File: src/verilog/tts_regs.svh
// Register offsets, field positions and reset values of the thermal readout.
`ifndef TTS_REGS_SVH
`define TTS_REGS_SVH

// Byte addresses inside the memory-mapped window.
`define TTS_STATUS_LO_ADDR 16'h1044
`define TTS_STATUS_HI_ADDR 16'h1045
`define TTS_COUNT_ADDR 16'h1046
`define TTS_OFFSET_ADDR 16'h1047

// Bit positions inside the 16-bit status register.
`define TTS_AUX0_BIT 0
`define TTS_AUX1_BIT 1
`define TTS_AUX2_BIT 2
`define TTS_AUX3_BIT 3
`define TTS_HOT_BIT 4
`define TTS_CAT_BIT 5
`define TTS_VALID_BIT 10

// Reset values and limits.
`define TTS_STATUS_RESET 16'h0000
`define TTS_COUNT_RESET 8'hFF
`define TTS_OFFSET_RESET 8'h00
`define TTS_COUNT_MAX 8'hFF
`define TTS_BYTE_ZERO 8'h00
`define TTS_TRIPS_ZERO 6'h00

`endif

File: src/verilog/tts_pkg.sv
// Types shared by the thermal readout and its surroundings.
`default_nettype none
package tts_pkg;

  // Phase of the thermometer conversion, one-hot.
  typedef enum logic [2:0] {
    TTS_OFF = 3'h1,
    TTS_CONVERT = 3'h2,
    TTS_VALID = 3'h4
  } tts_phase_type;

  // One access to the register window.
  typedef struct packed {
    logic [15:0] addr;
    logic write;
    logic read;
    logic [7:0] wdata;
  } tts_bus_req_type;

  // Read answer from the register window.
  typedef struct packed {
    logic [7:0] rdata;
    logic rvalid;
  } tts_bus_rsp_type;

  // Signals from the sensor converter.
  typedef struct packed {
    logic [7:0] rawCount;
    logic sampleToggle;
    logic enable;
    logic inRange;
    logic converged;
  } tts_sensor_type;

  // Trip thresholds in adjusted reading units.
  typedef struct packed {
    logic [7:0] catastrophic;
    logic [7:0] hot;
    logic [7:0] aux3;
    logic [7:0] aux2;
    logic [7:0] aux1;
    logic [7:0] aux0;
  } tts_threshold_type;

  // Whole state of the readout.
  typedef struct packed {
    tts_sensor_type syncOne;
    tts_sensor_type syncTwo;
    logic toggleSeen;
    tts_phase_type phase;
    logic [7:0] count;
    logic [7:0] offset;
    logic [5:0] trips;
    logic [7:0] rdata;
    logic rvalid;
  } tts_state_type;

endpackage
`default_nettype wire

File: src/verilog/tts_thermal_readout.sv
// Register-visible trip status, reading and offset of the thermal sensor.
//
// Overview of operation
// - Status bit 4 shows reading above hot.
// - Status bit 3 shows reading above aux3.
// - Status bit 2 shows reading above aux2.
// - Status bit 1 shows reading above aux1.
// - Status bit 0 shows aux0; flags reset zero.
// - Read-only reading register, meaningful while valid.
// - Reading is straight binary, resets to FFh.
// - Read-write offset register resetting to zero.
// - Offset is added to raw count.
// - Status bit 10 set only after convergence.
// - Status bit 5 shows reading above catastrophic.
`include "tts_regs.svh"
`timescale 1ns/1ps
`default_nettype none

module tts_thermal_readout (
  // Clock and synchronous reset.
  input wire logic clk,
  input wire logic reset,
  // Register window access.
  input wire tts_pkg::tts_bus_req_type busReq,
  output var tts_pkg::tts_bus_rsp_type busRsp,
  // Sensor converter, asynchronous to clk.
  input wire tts_pkg::tts_sensor_type sensorIn,
  // Thresholds from the trip point registers.
  input wire tts_pkg::tts_threshold_type tripLimits,
  // Status and reading for the throttling logic.
  output logic [15:0] thermalStatus,
  output logic [7:0] thermometerCount
);

  tts_pkg::tts_state_type state_reg;
  tts_pkg::tts_state_type state_next;
  logic sampleEdge;
  logic phaseValid;
  logic [15:0] statusWord;

  // Adds the offset to the raw count and clips at the top of the range.
  function automatic logic [7:0] applyOffset(
    input logic [7:0] raw,
    input logic [7:0] offs
  );
    logic [8:0] sum;
    sum = {1'h0, raw} + {1'h0, offs};
    applyOffset = sum[8] ? `TTS_COUNT_MAX : sum[7:0];
  endfunction

  // A flag trips only on a valid reading strictly above its limit.
  function automatic logic tripAbove(
    input logic live,
    input logic [7:0] reading,
    input logic [7:0] limit
  );
    tripAbove = live && (reading > limit);
  endfunction

  // A new conversion is flagged by a change of the synchronised toggle.
  assign sampleEdge = state_reg.syncTwo.sampleToggle ^ state_reg.toggleSeen;
  assign phaseValid = (state_reg.phase == tts_pkg::TTS_VALID);

  // Assembles the status word; reserved bits read as zero.
  always_comb begin
    statusWord = `TTS_STATUS_RESET;
    statusWord[`TTS_VALID_BIT] = phaseValid;
    statusWord[`TTS_CAT_BIT:`TTS_AUX0_BIT] = state_reg.trips;
  end

  // Computes the next state of the whole readout.
  always_comb begin
    state_next = state_reg;
    // Two flip-flops on every converter signal before any use.
    state_next.syncOne = sensorIn;
    state_next.syncTwo = state_reg.syncOne;
    state_next.toggleSeen = state_reg.syncTwo.sampleToggle;

    // Conversion phase: off, converting, or converged and in range.
    case (state_reg.phase)
      tts_pkg::TTS_OFF: begin
        if (state_reg.syncTwo.enable) begin
          state_next.phase = tts_pkg::TTS_CONVERT;
        end
      end
      tts_pkg::TTS_CONVERT: begin
        if (!state_reg.syncTwo.enable) begin
          state_next.phase = tts_pkg::TTS_OFF;
        end else if (sampleEdge && state_reg.syncTwo.converged &&
                     state_reg.syncTwo.inRange) begin
          state_next.phase = tts_pkg::TTS_VALID;
        end
      end
      tts_pkg::TTS_VALID: begin
        if (!state_reg.syncTwo.enable) begin
          state_next.phase = tts_pkg::TTS_OFF;
        end else if (!state_reg.syncTwo.converged ||
                     !state_reg.syncTwo.inRange) begin
          state_next.phase = tts_pkg::TTS_CONVERT;
        end
      end
      default: begin
        state_next.phase = tts_pkg::TTS_OFF;
      end
    endcase

    // Each conversion loads the adjusted count in straight binary.
    if (sampleEdge) begin
      state_next.count = applyOffset(state_reg.syncTwo.rawCount,
                                     state_reg.offset);
    end

    // Trip flags follow the current reading and limits.
    state_next.trips[`TTS_HOT_BIT] = tripAbove(phaseValid,
      state_reg.count, tripLimits.hot);
    state_next.trips[`TTS_AUX3_BIT] = tripAbove(phaseValid,
      state_reg.count, tripLimits.aux3);
    state_next.trips[`TTS_AUX2_BIT] = tripAbove(phaseValid,
      state_reg.count, tripLimits.aux2);
    state_next.trips[`TTS_AUX1_BIT] = tripAbove(phaseValid,
      state_reg.count, tripLimits.aux1);
    state_next.trips[`TTS_AUX0_BIT] = tripAbove(phaseValid,
      state_reg.count, tripLimits.aux0);
    state_next.trips[`TTS_CAT_BIT] = tripAbove(phaseValid,
      state_reg.count, tripLimits.catastrophic);

    // Only the offset register takes writes; the rest ignore them.
    if (busReq.write && (busReq.addr == `TTS_OFFSET_ADDR)) begin
      state_next.offset = busReq.wdata;
    end

    // Read answer one cycle after the request; unmapped reads give zero.
    state_next.rvalid = busReq.read;
    state_next.rdata = `TTS_BYTE_ZERO;
    if (busReq.read) begin
      case (busReq.addr)
        `TTS_STATUS_LO_ADDR: begin
          state_next.rdata = statusWord[7:0];
        end
        `TTS_STATUS_HI_ADDR: begin
          state_next.rdata = statusWord[15:8];
        end
        `TTS_COUNT_ADDR: begin
          state_next.rdata = state_reg.count;
        end
        `TTS_OFFSET_ADDR: begin
          state_next.rdata = state_reg.offset;
        end
        default: begin
          state_next.rdata = `TTS_BYTE_ZERO;
        end
      endcase
    end
  end

  // Registers the state; reset loads constants only.
  always_ff @(posedge clk) begin
    if (reset) begin
      state_next_reset_block: begin
        state_reg.syncOne <= '0;
        state_reg.syncTwo <= '0;
        state_reg.toggleSeen <= 1'h0;
        state_reg.phase <= tts_pkg::TTS_OFF;
        state_reg.count <= `TTS_COUNT_RESET;
        state_reg.offset <= `TTS_OFFSET_RESET;
        state_reg.trips <= `TTS_TRIPS_ZERO;
        state_reg.rdata <= `TTS_BYTE_ZERO;
        state_reg.rvalid <= 1'h0;
      end
    end else begin
      state_reg <= state_next;
    end
  end

  // Outputs come straight from the state flip-flops, except status bit 10, which is decoded from the phase.
  assign busRsp.rdata = state_reg.rdata;
  assign busRsp.rvalid = state_reg.rvalid;
  assign thermalStatus = statusWord;
  assign thermometerCount = state_reg.count;
endmodule
`default_nettype wire

File: config.mk
export PLATFORM = sky130hd
export DESIGN_NAME = tts_thermal_readout
export DESIGN_NICKNAME = d
export VERILOG_FILES = /design/src/verilog/tts_pkg.sv /design/src/verilog/tts_thermal_readout.sv
export VERILOG_INCLUDE_DIRS = /design/src /design/src/verilog
export SDC_FILE = /design/constraint.sdc
export NUM_CORES = 1
export LEC_CHECK = 0
export ABC_AREA = 1
export BUFFER_PORTS_ARGS = -buffer_cell sky130_fd_sc_hd__buf_2
export CAP_MARGIN = 20
export CORE_MARGIN = 5
export CORE_UTILIZATION = 52
export DETAILED_ROUTE_END_ITERATION = 16
export PLACE_DENSITY = 0.81
export SLEW_MARGIN = 20
export SYNTH_ARGS = -nofsm -noshare
export SYNTH_HDL_FRONTEND = slang
export SYNTH_SLANG_ARGS = --single-unit
File: constraint.sdc
create_clock -name clk -period 2.57 [get_ports clk]
set_clock_uncertainty 0.2 [all_clocks]
set_input_delay 0.514 -clock clk [delete_from_list [all_inputs] [get_ports clk]]
set_output_delay 0.514 -clock clk [all_outputs]
set_load 0.02 [all_outputs]
# Word-level counts from Yosys, hierarchy flattened

Cells that the tools add are included.

Bits in registers: 59
Latch bits: 0
RAM bits: 0
Memory bits (read-only): 0
Input port bits: 88
Output and inout port bits: 33
Memories: 0

Add/sub/neg operators: 1
Multiply operators: 0
Div/mod/pow operators: 0
$lt $le $gt $ge: 6
Eq/ne operators: 10
Shifts and indexed selects: 0
Muxes and demuxes: 8
Bitwise gates (word level): 2
Reductions and logical operators: 14

Operators by type and width:

| kind                   | number |
|---|---|
| $eq A16 B13 Y1 const B | 4 |
| $gt A8 B8 Y1           | 6 |
| $pmux W8 S4            | 1 |
| $mux W3                | 5 |
| $add A8 B8 Y9          | 1 |
| $logic_and A1 B1 Y1    | 9 |
| $pmux W3 S3            | 1 |
| $mux W8                | 1 |
| $eq A3 B1 Y1 const B   | 1 |
| $eq A3 B2 Y1 const B   | 1 |
| $eq A3 B3 Y1 const B   | 1 |
| $ne A3 B2 Y1 const B   | 1 |
| $ne A3 B3 Y1 const B   | 1 |
| $reduce_and A3 Y1      | 1 |
| $logic_not A1 Y1       | 2 |
| $ne A2 B2 Y1 const B   | 1 |
| $reduce_or A2 Y1       | 1 |
| $logic_or A1 B1 Y1     | 1 |
| $not A1 Y1             | 1 |
| $xor A1 B1 Y1          | 1 |

# Longest topological paths before layout

Gate-level depths: netlist (run 1).

Depth in word-level cells: 6
Depth in mapped cells: 10
Mapped depth without buffers: 10

# Worst setup path after synthesis (run 1)

No wires, ideal clock.

Kind: reg2reg
From: register state_reg[15] (netlist bit)
To: register state_reg (netlist bit thermometerCount[3])
Library setup time: 0.134 ns
Arrival time: 1.480 ns
Required time: 2.236 ns
Path slack: 0.756 ns
Cell stages (with the launch flop): 11
Cells stage by stage: dfxtp_1 ha_1 fa_1 nand2_1 nand2_1 nand2_1 nor2_1 nor2_4 nand2_1 nand2_1 nand3_1

Word-level cells in the longest chain between the ends: 2

Ends and longest elaborated chain:

| element                  | line                       | source |
|---|---|---|
| start: declaration       | tts_thermal_readout.sv:35  | `tts_pkg::tts_state_type state_reg;` |
| start signal: assignment | tts_thermal_readout.sv:171 | `state_reg <= state_next;` |
| $add A8 B8 Y9            | tts_thermal_readout.sv:47  | `sum = {1'h0, raw} + {1'h0, offs};` |
| $mux W8                  | tts_thermal_readout.sv:48  | `` applyOffset = sum[8] ? `TTS_COUNT_MAX : sum[7:0]; `` |

Every way passes these cells.
A chain may end at the register's enable or synchronous reset.

# Worst setup path in the final report (run 1)

From: register state_reg (netlist bit thermometerCount[6])
To: output port thermometerCount[6]

RTL lines:

| element          | line                      | source |
|---|---|---|
| end: declaration | tts_thermal_readout.sv:32 | `output logic [7:0] thermometerCount` |

No word-level cell between the ends.

==> results.toml, run 1 <==
[run_status]
status = "complete, no violations"

[floorplan]
die_w_um = 97.9
start_util_pct = 52.6
die_h_um = 97.9
fp.coreArea_um2 = 7650
rows = 32
ios = 121
dieArea_um2 = 9590

[logic_synthesis]
avgSynthCellArea_um2 = 7.06
yosysSeqAreaShare_pct = 29.4
synthCells = 570
ys_ff_latch = 59
synth_area_um2 = 4020
yosysUniqueCellTypes = 31
yosysWarnings = 0

[sta]
setup_ws_ns = 0.585
min_period_ns = 1.99
hold_viol_final = 0
slew_headroom_pct = 60.3
fmax_mhz = 504
grt_setup_unrepaired = "false"
fin_setup_tns_ns = 0
setup_viol = 0
drv_slew = 0
period_share_pct = 77.3
worst_pin_slew_ns = 0.595

[power_and_ir_drop]
irDropWorstVdd_mv = 0.386
power_leakage_uw = 0.00265
power.total_uw = 2390
power-per-cell-area_nw_per_um2 = 509

[global_routing]
grt_remaining_overflow = 0
grt_pass1_vias = 3626
grt_pass1_wl_mm = 15.7
grt_util_met1_pct = 22.5
met2_usage_pct = 36.0
grt_max_degree = 36
grt_usage_pct = 20.0
top_usage_layer = "met2"
gr-usage-met3_pct = 5.29
antenna_found_initial = 0

[detailed_routing]
vias = 3631
drt-initial-drc-count = 135
drt_first_pass_iters = 4
drc = 0
wl_mm = 9.43
wl_per_cell_um = 12.3
ant_nets = 0
vias_per_cell = 4.73

[place]
dp_worst_setup_slack_ns = 0.512
place_area_um2 = 4460
hpwl_mm = 7.51
gp_congestion = 0.898
port_buffers = 111

[cells_and_area]
fin_area_um2 = 4690
antenna_cells = 0
drive_gt1_share_pct = 21.1
seq_area_um2 = 1180
multiInputGateArea_um2 = 2130
largest_reg_flops = 23
area_growth_pct = 16.6
fill_cells = 687
nets = 805

[clocking]
cts_setup_buffers = 0
clkTransAtPathRegs_ns = 0.07
holdBufCountCts = 0
ctsResizeCount = 0
cts_tree = "yes"
cts_made_buffers = 9
cts.sinks = 59
cts-root-buf = "clkbuf_8"
worstSkewPairLatency_ns = 0.34
h-tree-depth = 3
cts_buffer_depth = 2

[worst_setup_path]
r2r_start = "state_reg[15]$_SDFFE_PP0P_"
worstPathMaxFanout = 9
crit_slowest_cell = "dfxtp_1"
path_buf_inv = 1
end_kind = "output port"
start_kind = "register"
crit_family = "flip-flops"
worst-setup-path-type = "reg2out"
crit_required_ns = 1.86
regToRegSetupSlack_ns = 0.58
crit_arrival_ns = 1.27
r2r-end = "thermometerCount[2]$_SDFFE_PP1N_"
critical_path.cell_chain = "buf_2"
r2r_cells = 10
critPathMaxStageDelay_ns = 0.66
cp-startpoint = "thermometerCount[6]$_SDFFE_PP1N_"

[flow_run]
maxCapViolCount = 0

[worst_hold_path]
hp-start = "sensorIn[10]"
min_path_type = "in2reg"
hold_depth = 3
whs_endpoint = "state_next[45]$_SDFF_PP0_"
==> routing by layer <==
metal  wire, µm  vias up
met2       4700       98
met5          0        -
met3        645       21
met1       3860     1567
met4        222        0
li1           -     1945
==> synth_stat cells <==
master    instances  area share (%)
nand3_4           1            0.44
o211ai_1          1            0.19
buf_4            34             6.3
xnor2_1           1            0.22
nor2_1           44             4.1
xor2_1            1            0.22
buf_2             2            0.25
nand3_2           1            0.25
or2_2             2            0.31
and2_1            2            0.31
a21oi_1          40             5.0
o31ai_1           1            0.19
clkbuf_1          6            0.56
o21ai_0           9             1.1
o21a_1            3            0.56
buf_6             1            0.28
nand2_1         107              10
fa_1              1            0.50
nor2_4            3            0.84
inv_1           117              11
and3_1            1            0.16
ha_1             56              17
nor3_1            1            0.12
nand3_1          49             6.1
a31oi_1           3            0.47
nand4_1          15             2.3
conb_1            1           0.093
dfxtp_1          59              29
nand3b_1          4            0.75
or2_1             1            0.16
nor2_2            3            0.47
==> worst max-delay path by stage <==
| stage | to | slack (ns) | depth (start not counted) |
|---|---|---|---|
| 2_1_floorplan | thermometerCount[3]$_SDFFE_PP1N_ | 0.76 | 10 |
| 3_3_place_gp | busRsp[5]$_SDFF_PP0_ | 0.58 | 10 |
| 3_5_place_dp | busRsp[6]$_SDFF_PP0_ | 0.51 | 10 |
| 4_1_cts | thermometerCount[6] | 0.57 | 1 |
| 5_1_grt | thermometerCount[3]$_SDFFE_PP1N_ | 0.43 | 10 |
| 6_report | thermometerCount[6] | 0.58 | 1 |
==> report_power, final <==
part	leakage, µW	switching [µW]	total [µW]	internal [µW]
sequential	0.000483	47.0	1000	958
clock	0.000113	349	945	597
combinational	0.00205	246	437	191
total	0.00265	641	2390	1750
==> final cells by class <==
| type | instances | share of cell area (%) |
|---|---|---|
| Multi-Input combinational cell | 359 | 45.5 |
| Inverter | 117 | 9.37 |
| Tap cell | 102 | 2.72 |
| Timing Repair Buffer | 114 | 12.3 |
| Clock buffer | 12 | 3.31 |
| Sequential cell | 59 | 25.2 |
| Clock inverter | 4 | 1.55 |
==> cell families (layout without fill, tap and decap cells) <==
kind of cell	after synthesis	count (layout)	synth area share, %
compound gates	57	57	7.50
flops	59	59	29.4
fa+ha+maj	57	57	17.9
other cells	1	9	0.0933
buf+inv	160	247	18.4
simple gates	234	234	26.3
xor+xnor	2	2	0.436
==> stage by stage <==
| stage | utilization, % | std cells | hold slack [ns] |
|---|---|---|---|
| final | 61.3 | 767 | 0.169 |
| after global routing | 61.3 | 767 | 0.161 |
| after CTS | 61.3 | 767 | 0.150 |
| after detailed placement | 58.3 | 751 | 0.192 |
| after global placement | 58.3 | 751 | 0.190 |
| after floorplan | - | 578 | 0.188 |
==> layout by cell type (no fill, tap or decap), drive strengths merged, types with 4 or more instances in the layout <==
| master | netlist | routed |
|---|---|---|
| inv | 117 | 117 |
| buf | 37 | 114 |
| nand2 | 107 | 107 |
| dfxtp | 59 | 59 |
| ha | 56 | 56 |
| nand3 | 51 | 51 |
| nor2 | 50 | 50 |
| a21oi | 40 | 40 |
| nand4 | 15 | 15 |
| clkbuf | 6 | 12 |
| o21ai | 9 | 9 |
| conb | 1 | 9 |
| nand3b | 4 | 4 |
No activity file was read; power rests on OpenSTA's default activity.
==> inputs of run 2 (changes only) <==
clock period = 1.9 ns   (was 2.57 ns; I/O delays follow)
==> results.toml, run 2 (synthesis gave the netlist of run 1 again) <==
[detailed_routing]
wl_per_cell_um = 12.0
vias_per_cell = 4.77
drt-initial-drc-count = 138
drt_first_pass_iters = 4
ant_nets = 0
vias = 3674
wl_mm = 9.25
drc = 0

[sta]
fmax_mhz = 543
slew_headroom_pct = 64.9
setup_ws_ns = 0.0595
hold_viol_final = 0
setup_viol = 0
worst_hold_slack_ns = 0.0480
worst_pin_slew_ns = 0.525
grt_setup_unrepaired = "true"
drv_slew = 0
period_share_pct = 96.9
min_period_ns = 1.84

[global_routing]
grt_pass1_vias = 3479
grt_remaining_overflow = 0
grt_max_degree = 34
grt_pass1_wl_mm = 14.8
grt_usage_pct = 18.9
antenna_found_initial = 0

[worst_setup_path]
critPathMaxStageDelay_ns = 0.35
crit_arrival_ns = 1.84
start_kind = "register"
crit_slowest_cell = "fa_2"
worstPathMaxFanout = 8
critical_path.cell_chain = "ha_4 -> fa_2 -> nand2_2 -> nand2_2 -> nand2_2 -> nor2_2 -> nor2_4 -> nand2_1 -> nand2_1 -> nand3_1"
crit_required_ns = 1.90
end_kind = "register"
cp_common_cell = "nand2_2"
worst-setup-path-type = "reg2reg"

[floorplan]
fp.coreArea_um2 = 7650
ios = 121
start_util_pct = 52.6
die_w_um = 97.9
rows = 32
dieArea_um2 = 9590
die_h_um = 97.9

[clocking]
cts_buffer_depth = 2
cts.sinks = 59
worstSkewPairLatency_ns = 0.33
cts_tree = "yes"
holdBufCountCts = 0
h-tree-depth = 3
cts-root-buf = "clkbuf_8"
clkTransAtPathRegs_ns = 0.07
cts_made_buffers = 9

[cells_and_area]
seq_area_um2 = 1180
largest_reg_flops = 23
layout_commonest_cell = "inv_1"
drive_gt1_share_pct = 22.5
nets = 808
multiInputGateArea_um2 = 2160
layout_common_cells = "116 x inv_1, 111 x buf_2, 104 x nand2_1"
area_growth_pct = 17.3
fill_cells = 686
antenna_cells = 0

[power_and_ir_drop]
power.total_uw = 3060
power_leakage_uw = 0.00264
irDropWorstVdd_mv = 0.565
power-per-cell-area_nw_per_um2 = 649

[run_status]
status = "complete, no violations"

[place]
dp_worst_setup_slack_ns = -0.0522
hpwl_mm = 7.47
gp_congestion = 0.917
port_buffers = 111

[flow_run]
maxCapViolCount = 0

[worst_hold_path]
min_path_type = "in2reg"
run 2: where the power goes:
| part | switching [µW] | leakage, µW | internal [µW] |
|---|---|---|---|
| sequential | 61.0 | 0.000483 | 1300 |
| clock | 469 | 0.0000926 | 640 |
| combinational | 337 | 0.00207 | 259 |
| total | 867 | 0.00264 | 2190 |
run 2: path summary, 6_finish.rpt:
check | from | to | slack (ns) | cells past startpoint
hold / removal | sensorIn[3] | state_next[38]$_SDFF_PP0_ | 0.05 | 3
hold reg to reg | state_next[43]$_SDFF_PP0_ | state_reg[43]$_SDFF_PP0_ | 0.20 | 2
setup reg to reg | state_reg[15]$_SDFFE_PP0P_ | thermometerCount[0]$_SDFFE_PP1N_ | 0.06 | 10
setup / recovery | state_reg[15]$_SDFFE_PP0P_ | thermometerCount[0]$_SDFFE_PP1N_ | 0.06 | 10
run 2: layout make-up:
class	count	share of cell area, %
repair buffers	117	13.0
clock inverters	4	1.06
clock buffers	12	3.08
inverters	117	9.31
well taps	102	2.71
multi-input cells	359	45.8
flip-flops and latches	59	25.1
run 2: routing by layer:
| layer | part of all wire [%] | up-vias | track usage, % |
|---|---|---|---|
| li1 | - | 1938 | - |
| met1 | 40 | 1599 | 21.6 |
| met2 | 50 | 119 | 32.8 |
| met3 | 7.2 | 18 | 6.43 |
| met4 | 1.9 | 0 | 6.50 |
| met5 | 0 | - | 0 |
run 2: timing repair:
item / 4_1_cts / 5_1_grt
pin swaps: 4 / 6
resized for setup: 4 / 5
setup buffers: 1 / 2
endpoints found under the setup margin: 8 / 9
run 2: stage by stage:
stage | util, % | instance area (µm²) | std cells | TNS, ns
2_1_floorplan | - | 4050 | 578 | 0
3_3_place_gp | 58.5 | 4470 | 751 | 0
3_5_place_dp | 58.5 | 4470 | 751 | -0.192
4_1_cts | 61.3 | 4690 | 768 | 0
5_1_grt | 61.7 | 4720 | 770 | -0.0497
6_report | 61.7 | 4720 | 770 | 0
run 2: worst max-delay path: cells and delay by family, from the launching register on:
family                   cells  cell delay (ns)
adder cells (fa/ha/maj)      2             0.51
flip-flops                   1             0.34
AND/OR/NAND/NOR              8             0.65
==> inputs of run 3 (changes only) <==
CORE_UTILIZATION = 54   (was 52)
CTS_BUF_LIST = sky130_fd_sc_hd__clkbuf_8   (was not set)
PLACE_DENSITY = 0.83   (was 0.81)
==> results.toml, run 3 (synthesis gave the netlist of run 1 again) <==
[run_status]
status = "complete, no violations"

[worst_hold_path]
hp-start = "sensorIn[3]"
min_path_type = "in2reg"

[floorplan]
start_util_pct = 55.4
ios = 121
rows = 31
die_w_um = 96.3
fp.coreArea_um2 = 7250
dieArea_um2 = 9270
die_h_um = 96.3

[detailed_routing]
wl_met1_mm = 3.87
vias = 3750
met3WireLength_um = 773
drt_first_pass_iters = 4
drc = 0
routed.top_layer = "met4"
wl_mm = 9.44
ant_nets = 0
wl_per_cell_um = 12.3
vias_per_cell = 4.90
routed-wl-met2_mm = 4.50
drt-initial-drc-count = 177

[global_routing]
grt_usage_pct = 20.5
grt_remaining_overflow = 0
grt_pass1_vias = 3492
grt_pass1_wl_mm = 14.7
grt_max_degree = 34
antenna_found_initial = 0

[worst_setup_path]
worst-setup-path-type = "reg2out"
end_kind = "output port"
r2r_start = "state_reg[39]$_SDFF_PP0_"
worstPathMaxFanout = 9
cp-startpoint = "thermometerCount[6]$_SDFFE_PP1N_"
crit_required_ns = 1.32
crit_slowest_cell = "dfxtp_1"
start_kind = "register"
critical_path.cell_chain = "buf_2"
crit_arrival_ns = 1.29
path_buf_inv = 1
critPathMaxStageDelay_ns = 0.67
crit_family = "flip-flops"

[clocking]
h-tree-depth = 3
cts.sinks = 59
worstSkewPairLatency_ns = 0.35
cts_tree = "yes"
cts_buffer_depth = 2
cts-root-buf = "clkbuf_8"
cts_made_buffers = 9
clkTransAtPathRegs_ns = 0.06

[sta]
worst_pin_slew_ns = 0.561
setup_ws_ns = 0.0322
grt_setup_unrepaired = "true"
fmax_mhz = 535
fin_setup_tns_ns = 0
drv_slew = 0
period_share_pct = 98.3
setup_viol = 0
min_period_ns = 1.87
slew_headroom_pct = 62.5
hold_viol_final = 0
worst_hold_slack_ns = 0.0340

[cells_and_area]
largest_reg_flops = 23
nets = 807
area_growth_pct = 16.4
seq_area_um2 = 1180
multiInputGateArea_um2 = 2160
layout_commonest_cell = "inv_1"
drive_gt1_share_pct = 22.0
antenna_cells = 0
fill_cells = 668
final_core_util_pct = 64.6
layout_common_cells = "120 x inv_1, 111 x buf_2, 104 x nand2_1"

[power_and_ir_drop]
power-per-cell-area_nw_per_um2 = 628
power_leakage_uw = 0.00265
irDropWorstVdd_mv = 0.520

[place]
dp_worst_setup_slack_ns = -0.0550
hpwl_mm = 7.56
port_buffers = 111
gp_congestion = 0.842

[flow_run]
maxCapViolCount = 0
==> run 3: cell count changes in the layout (fill, tap and decap cells not counted), sizes merged <==
cell      change
clkbuf        -1
buf           -1
clkinvlp      -2
inv           +3
bufinv        -1
clkinv        +1
==> run 3: timing repair <==
action | 4_1_cts | 5_1_grt
gates cloned | 0 | 0
endpoints found under the setup margin | 8 | 8
buffers inserted | 0 | 1
gates resized for setup | 2 | 7
hold buffers | 0 | 0
pin swaps | 1 | 11
==> run 3: per-stage QoR <==
step	cells	total power (µW)	cell area, µm²
2_1_floorplan	578	1800	4050
3_3_place_gp	749	1940	4470
3_5_place_dp	749	1980	4470
4_1_cts	765	2960	4650
5_1_grt	766	3120	4680
6_report	766	2940	4680
==> run 3: final cells by class <==
| class | instances | area share (%) |
|---|---|---|
| clock buffers | 11 | 3.23 |
| clock inverters | 5 | 0.454 |
| inverters | 117 | 9.38 |
| multi-input cells | 359 | 46.1 |
| flip-flops and latches | 59 | 25.3 |
| well taps | 99 | 2.65 |
| repair buffers | 116 | 12.9 |
==> run 3: metal layers <==
metal | up-vias | GRT usage, %
met4 | 0 | 10.3
met3 | 29 | 5.32
met5 | - | 0
met1 | 1648 | 23.0
li1 | 1949 | -
met2 | 124 | 35.7
==> run 3: report_power, final <==
part | switching, µW | internal, µW
sequential | 63.1 | 1300
combinational | 340 | 260
clock | 458 | 524
total | 861 | 2080
==> run 3: final timing paths <==
path | endpoint | slack [ns] | cells after the start
hold reg to reg | state_reg[43]$_SDFF_PP0_ | 0.20 | 2
hold / removal | state_next[38]$_SDFF_PP0_ | 0.03 | 3
setup reg to reg | thermometerCount[1]$_SDFFE_PP1N_ | 0.03 | 10
setup / recovery | thermometerCount[6] | 0.03 | 1
